## src/shared/tx_line_params.svh

```systemverilog
// Constants for the transmit line output channel.
// Assumes inclusion by bare name from any file of the block.
`ifndef TX_LINE_PARAMS_SVH
`define TX_LINE_PARAMS_SVH

// Flip-flops that a pin input passes before logic reads it.
`define SYNC_STAGES 2
// Zero run replaced by a substitution in each line code.
`define B3ZS_RUN 3
`define HDB3_RUN 4
// Reset value of the last sent polarity, negative, so the first mark goes out positive.
`define LAST_NEG_RESET 1'b1

`endif

```

## src/shared/tx_line_pkg.sv

```systemverilog
// Types shared by the transmit line output channel.
// Assumes nothing of its surroundings.
package tx_line_pkg;

  // Pulse to be placed on the line for one bit period.
  typedef enum logic [1:0] {
    PULSE_NONE = 2'h0,
    PULSE_POS  = 2'h1,
    PULSE_NEG  = 2'h2
  } pulse_type;

endpackage

```

## src/shared/line_code_if.sv

```systemverilog
// Carrier between the channel top and its line encoder.
// Assumes both ends run on the same core clock.
`timescale 1ns/1ps
`default_nettype none

interface line_code_if;
  logic stb;       // One-cycle pulse per captured bit.
  logic data_bit;  // Serial data bit taken from the positive rail.
  logic hdb3_sel;  // High selects four-zero substitution, low three-zero.
  logic pos;       // Encoded positive mark for the bit leaving the encoder.
  logic neg;       // Encoded negative mark for the bit leaving the encoder.

  modport encoder (input stb, input data_bit, input hdb3_sel, output pos, output neg);
  modport user (output stb, output data_bit, output hdb3_sel, input pos, input neg);
endinterface

`default_nettype wire

```

## src/line_encoder.sv

```systemverilog
// Zero-substituting bipolar line encoder for single-rail data.
// Assumes one strobe per bit from the channel top on the same clock.
`timescale 1ns/1ps
`default_nettype none

`include "tx_line_params.svh"

module line_encoder import tx_line_pkg::*; (
  input wire logic   core_clk,  // Core clock.
  input wire logic   rst_b,     // Synchronous reset, active low.
  line_code_if.encoder lc       // Bit stream in, marks out.
);
  localparam int DEPTH = `HDB3_RUN;

  logic [DEPTH-1:0] mark_q;
  logic [DEPTH-1:0] mark_d;
  logic [DEPTH-1:0] viol_q;
  logic [DEPTH-1:0] viol_d;
  logic             parity_q;
  logic             last_neg_q;

  // The oldest bit sits at the end of the run length for the chosen code.
  wire [1:0] tail_idx     = lc.hdb3_sel ? 2'(`HDB3_RUN - 1) : 2'(`B3ZS_RUN - 1);
  wire       tail_mark    = mark_q[tail_idx];
  wire       tail_viol    = viol_q[tail_idx];
  wire       window_clear = lc.hdb3_sel ? ~|mark_q[2:0] : ~|mark_q[1:0];
  wire       subst        = ~lc.data_bit & window_clear;
  // Parity counts marks since the last violation, the leaving bit included.
  wire       parity_eff   = tail_viol ? 1'b0 : (parity_q ^ tail_mark);
  wire       need_b       = ~parity_eff;
  // A violation repeats the last polarity; any other mark alternates.
  wire       tail_neg     = tail_viol ? last_neg_q : ~last_neg_q;

  assign lc.pos = tail_mark & ~tail_neg;
  assign lc.neg = tail_mark & tail_neg;

  // Shift in the new bit and place substitution marks over a zero run.
  always_comb begin
    mark_d = {mark_q[DEPTH-2:0], lc.data_bit | subst};
    viol_d = {viol_q[DEPTH-2:0], subst};
    if (subst && need_b) begin
      mark_d[tail_idx] = 1'b1;
    end
  end

  // Advance once per bit.
  always_ff @(posedge core_clk) begin
    if (!rst_b) begin
      mark_q     <= '0;
      viol_q     <= '0;
      parity_q   <= 1'b0;
      last_neg_q <= `LAST_NEG_RESET;
    end else if (lc.stb) begin
      mark_q     <= mark_d;
      viol_q     <= viol_d;
      parity_q   <= parity_eff;
      last_neg_q <= tail_mark ? tail_neg : last_neg_q;
    end
  end
endmodule

`default_nettype wire

```

## src/tx_dual_rail_line_output.sv

```systemverilog
// Transmit line output of one channel: rail capture, optional encoding, line drive.
// Assumes the framer clock and rails arrive asynchronously on pins, and that
// the core clock is fast enough to see every transmit clock edge.
`timescale 1ns/1ps
`default_nettype none

`include "tx_line_params.svh"

module tx_dual_rail_line_output import tx_line_pkg::*; (
  input  wire logic core_clk,               // Core clock, 40 MHz.
  input  wire logic rst_b,                  // Synchronous reset, active low.
  input  wire logic tx_sample_clock_ch,     // Transmit clock from the framer.
  input  wire logic tx_positive_rail_in_ch, // Positive rail or serial data.
  input  wire logic tx_negative_rail_in_ch, // Negative rail, unused in single-rail.
  input  wire logic transmitter_on,         // Transmitter-on pin.
  input  wire logic transmitter_on_cfg,     // Transmitter-on control bit.
  input  wire logic single_rail_mode,       // High selects single-rail mode.
  input  wire logic hdb3_select,            // High selects the four-zero code.
  output logic      line_out_tip_ch,        // Tip drive level.
  output logic      line_out_tip_oe_ch,     // Tip output enable.
  output logic      line_out_ring_ch,       // Ring drive level.
  output logic      line_out_ring_oe_ch     // Ring output enable.
);
  // Number of pins that pass the common synchroniser.
  localparam int NPIN = 7;

  // Pin inputs gathered for a common two-stage synchroniser.
  wire [NPIN-1:0] pins_raw = {hdb3_select, single_rail_mode, transmitter_on_cfg,
                              transmitter_on, tx_negative_rail_in_ch,
                              tx_positive_rail_in_ch, tx_sample_clock_ch};
  // Synchroniser stages, edge history, captured rails and line state.
  logic [NPIN-1:0] meta_q;
  logic [NPIN-1:0] sync_q;
  logic            clk_prev_q;
  logic            pos_cap_q;
  logic            neg_cap_q;
  pulse_type       pulse_q;
  pulse_type       pulse_d;
  logic            tip_q;
  logic            ring_q;
  logic            tip_oe_q;
  logic            ring_oe_q;

  line_code_if lc ();

  // Two flip-flops per pin; only the second stage is read by logic.
  genvar gi;
  generate
    for (gi = 0; gi < NPIN; gi++) begin : g_sync
      always_ff @(posedge core_clk) begin
        if (!rst_b) begin
          meta_q[gi] <= 1'b0;
          sync_q[gi] <= 1'b0;
        end else begin
          meta_q[gi] <= pins_raw[gi];
          sync_q[gi] <= meta_q[gi];
        end
      end
    end
  endgenerate

  // Named views of the synchronised pins.
  wire clk_s    = sync_q[0];
  wire pos_s    = sync_q[1];
  wire neg_s    = sync_q[2];
  wire on_s     = sync_q[3] & sync_q[4];
  wire single_s = sync_q[5];
  wire hdb3_s   = sync_q[6];

  // Active edge of the transmit clock is its rising edge.
  // History resets low, the idle level of the pin, so reset makes no false edge.
  wire edge_w   = clk_s & ~clk_prev_q;

  // Encoder carries single-rail data; the negative rail never reaches it.
  assign lc.stb      = edge_w & single_s;
  assign lc.data_bit = pos_s;
  assign lc.hdb3_sel = hdb3_s;

  // The encoder runs on the same clock and reset as the channel.
  line_encoder u_encoder (
    .core_clk (core_clk),
    .rst_b    (rst_b),
    .lc       (lc.encoder)
  );

  // Rails as sampled on the edge; the same values feed the drive decision.
  wire dual_pos = pos_s & ~neg_s;
  wire dual_neg = neg_s & ~pos_s;

  // Pulse for the coming bit: encoder marks or raw rails, never both.
  always_comb begin
    pulse_d = PULSE_NONE;
    if (single_s) begin
      if (lc.pos) begin
        pulse_d = PULSE_POS;
      end else if (lc.neg) begin
        pulse_d = PULSE_NEG;
      end
    end else if (dual_pos) begin
      pulse_d = PULSE_POS;
    end else if (dual_neg) begin
      pulse_d = PULSE_NEG;
    end
  end

  // Edge detector history and rail capture.
  always_ff @(posedge core_clk) begin
    if (!rst_b) begin
      clk_prev_q <= 1'b0;
      pos_cap_q  <= 1'b0;
      neg_cap_q  <= 1'b0;
    end else begin
      clk_prev_q <= clk_s;
      if (edge_w) begin
        pos_cap_q <= pos_s;
        neg_cap_q <= neg_s;
      end
    end
  end

  // The chosen pulse stands for one whole bit period.
  always_ff @(posedge core_clk) begin
    if (!rst_b) begin
      pulse_q <= PULSE_NONE;
    end else if (edge_w) begin
      pulse_q <= pulse_d;
    end
  end

  // Line drive: tip over ring for positive, ring over tip for negative.
  wire tip_d  = on_s & (pulse_q == PULSE_POS);
  wire ring_d = on_s & (pulse_q == PULSE_NEG);

  // Output flip-flops; enables drop while the transmitter is off.
  always_ff @(posedge core_clk) begin
    if (!rst_b) begin
      tip_q     <= 1'b0;
      ring_q    <= 1'b0;
      tip_oe_q  <= 1'b0;
      ring_oe_q <= 1'b0;
    end else begin
      tip_q     <= tip_d;
      ring_q    <= ring_d;
      tip_oe_q  <= on_s;
      ring_oe_q <= on_s;
    end
  end

  // Outputs come straight from their flip-flops.
  assign line_out_tip_ch     = tip_q;
  assign line_out_ring_ch    = ring_q;
  assign line_out_tip_oe_ch  = tip_oe_q;
  assign line_out_ring_oe_ch = ring_oe_q;
endmodule

`default_nettype wire

```

## config.mk

```make
export PLATFORM = sky130hd
export DESIGN_NAME = tx_dual_rail_line_output
export DESIGN_NICKNAME = d
export VERILOG_FILES = /design/src/shared/tx_line_pkg.sv /design/src/shared/line_code_if.sv /design/src/line_encoder.sv /design/src/tx_dual_rail_line_output.sv
export VERILOG_INCLUDE_DIRS = /design/src /design/src/shared
export SDC_FILE = /design/constraint.sdc
export NUM_CORES = 1
export LEC_CHECK = 0
export CAP_MARGIN = 10
export CORE_MARGIN = 2
export CORE_UTILIZATION = 60
export CTS_CLUSTER_DIAMETER = 60
export DETAILED_ROUTE_END_ITERATION = 12
export DONT_BUFFER_PORTS = 1
export PLACE_DENSITY = 0.83
export SLEW_MARGIN = 40
export SYNTH_ARGS = -nofsm -noshare
export SYNTH_HDL_FRONTEND = slang
export SYNTH_SLANG_ARGS = --single-unit
```

## constraint.sdc

```tcl
create_clock -name core_clk -period 3.7 [get_ports core_clk]
set_clock_uncertainty 0.05 [all_clocks]
set_input_delay 0 -clock core_clk [delete_from_list [all_inputs] [get_ports core_clk]]
set_output_delay 0 -clock core_clk [all_outputs]
set_load 0.02 [all_outputs]
```

==> impl_metrics.json <==
{
  "run_status": "completed",
  "fmaxAchievable_ghz": 0.687,
  "critical_path.top_delay_family": "flip-flops",
  "die_h_um": 47.3,
  "power.density_cell_area_nw_per_um2": 437,
  "cts_max_level": 2,
  "synthFlopType": "dfxtp_1",
  "synth_seq_area_share": 0.534,
  "final_min_period_over_clock_period": 0.394,
  "p_leak_uw": 0.000477,
  "cp.required_ns": 3.87,
  "synthCells": 114,
  "num-nets-final": 132,
  "die_area_um2": 2240,
  "post_synth_instance_area_um2": 1120,
  "syn_nets": 123,
  "clk_transition_reported_paths_ns": 0.09,
  "number_of_global_route_vias_before_repair": 731,
  "tritoncts": "done",
  "routed_wire_length_per_instance_um": 12.4,
  "path_cells": "or3b_1 > a21oi_2 > mux2_1",
  "post_route_cells_drive_above_1_share": 0.0968,
  "critPathArrivalTime_ns": 1.62,
  "initial_core_util": 0.644,
  "drt-total-wl_um": 1850,
  "power.ir.vdd_worst_mv": 0.322,
  "crit_path_max_fanout": 8,
  "async_flop_share": 0,
  "number_of_synthesized_flops_with_an_enable_pin": 0,
  "first_iter_violations": 14,
  "die_width_um": 47.3,
  "grt_antenna_before_repair": 0,
  "tightest_slew_ns": 0.440,
  "timing.max_slew.rel_slack": 0.707,
  "critPathBufInv": 0,
  "routed_antenna_nets": 0,
  "tritoncts.num_buffers": 5,
  "worst_skew_pair.late_latency_ns": 0.32,
  "finalCriticalPeriod_ns": 1.46,
  "layout.cells.most_common": "dfxtp_1",
  "finalHoldViolCount": 0,
  "area.growth.synth_to_final_pct": 12.2,
  "synth.ff_latch_count": 30,
  "clock-sinks": 30,
  "floorplan.rows": 15,
  "cp_slowest_cell": "dfxtp_1",
  "setup_viol_count_final": 0,
  "design.core.area_um2": 1750,
  "timing.critical_path.slowest_cell_delay_ns": 0.45,
  "rsz0062_at_grt": "false",
  "firstDrtPassIters": 4,
  "detailroute.via_count": 807,
  "place_congestion": 0.799,
  "antenna-diode-count": 0,
  "grt_max_degree": 33,
  "timing.hold.worst.class": "in2reg",
  "boundaryPins": 13,
  "ys_types": 35,
  "maxCapViolations": 0,
  "cts_resized": 0,
  "wire_length_of_the_first_global_routing_pass_um": 2820,
  "io_buffer_count": 0,
  "crit_path_end_kind": "register",
  "clockBufferDepth": 2,
  "design_power_total_uw": 552,
  "post_drt_via_cell_ratio": 5.42,
  "root_buffer": "clkbuf_4",
  "synth.avg_cell_area_um2": 9.87,
  "post-dp-hpwl_um": 1180,
  "tns_ns": 0,
  "grt_remaining_overflow": 0,
  "n_fill_cell": 135,
  "drc": 0,
  "finalMaxSlewViolations": 0,
  "setup.worst_path.class": "reg2reg",
  "grt_usage": 0.193,
  "most-common-layout-cells": "30 x dfxtp_1, 15 x and2_1, 12 x nand2_1",
  "start_kind": "register",
  "yosys_warnings": 0
}
==> through the flow <==
stage	hold slack [ns]	setup slack [ns]	instance area [um2]	utilization	cells
after floorplan	0.0773	2.29	1120	-	114
after global placement	0.0747	2.29	1130	0.646	133
after detailed placement	0.0776	2.25	1130	0.646	133
after CTS	0.0545	2.04	1270	0.726	149
after global routing	0.117	2.21	1260	0.723	149
final	0.0531	2.24	1260	0.723	149
==> power breakdown <==
part / internal (uW) / switching, uW
combinational: 13.2 / 9.80
clock: 91.9 / 101
sequential: 331 / 4.78
==> worst reg2reg max path, stage by stage, from the launching register on <==
cell and delay, ns:
dfxtp_1 0.45, or3b_1 0.39, a21oi_2 0.15, mux2_1 0.32
==> worst paths after layout <==
path                            start  cells past startpoint              endpoint  slack [ns]
setup / recovery  u_encoder.mark_q[2]                      3  u_encoder.last_neg_q        2.24
hold / removal                  rst_b                      3            pulse_q[1]        0.05
setup reg to reg  u_encoder.mark_q[2]                      3  u_encoder.last_neg_q        2.24
hold reg to reg             meta_q[5]                      1              single_s        0.39
==> sequential cells by signal, summed over array words and instances (netlist names), 2 cells and up <==
| register | cells |
|---|---|
| meta_q | 7 |
| pulse_q | 2 |
| sync_q | 2 |
| u_encoder.mark_q | 4 |
| u_encoder.viol_q | 4 |
==> cells in the mapped netlist, types with 2 or more instances <==
master | instances | area share
nand2_1 | 12 | 0.040
a21oi_1 | 3 | 0.013
nor3b_1 | 2 | 0.013
nand2b_1 | 3 | 0.017
buf_2 | 2 | 0.0089
nor2_1 | 4 | 0.013
a21boi_0 | 5 | 0.033
xnor2_1 | 3 | 0.023
o21ai_0 | 6 | 0.027
dfxtp_1 | 30 | 0.53
nor2b_1 | 2 | 0.011
and2_1 | 15 | 0.083
nand3_1 | 3 | 0.013
clkbuf_1 | 3 | 0.010
==> cells by family after synthesis <==
family          Yosys count  share of synthesized area
buf+inv                   7                     0.0289
compound gates           21                      0.128
flops                    30                      0.534
xor+xnor                  3                     0.0234
simple gates             50                      0.257
mux                       3                     0.0289
==> routing by layer <==
layer / routed length, um / track usage / share of wire
met2: 902 / 0.314 / 0.49
met5: 0 / 0 / 0
met4: 38 / 0.128 / 0.021
met3: 104 / 0.0923 / 0.056
met1: 802 / 0.195 / 0.43
==> layout make-up <==
class | instances | area, um2 | area share
sequential | 30 | 601 | 0.476
multi-input combinational | 77 | 492 | 0.389
timing repair buffer | 8 | 75.1 | 0.0595
clock buffer | 7 | 55.1 | 0.0436
tap | 25 | 31.3 | 0.0248
clock inverter | 1 | 5.00 | 0.00396
inverter | 1 | 3.75 | 0.00297
==> repair_timing <==
| action | CTS | global route |
|---|---|---|
| hold buffers | 8 | 0 |
| setup buffers | 0 | 0 |
| hold endpoints to repair | 30 | 0 |
Power figures use the tool's default switching activity.
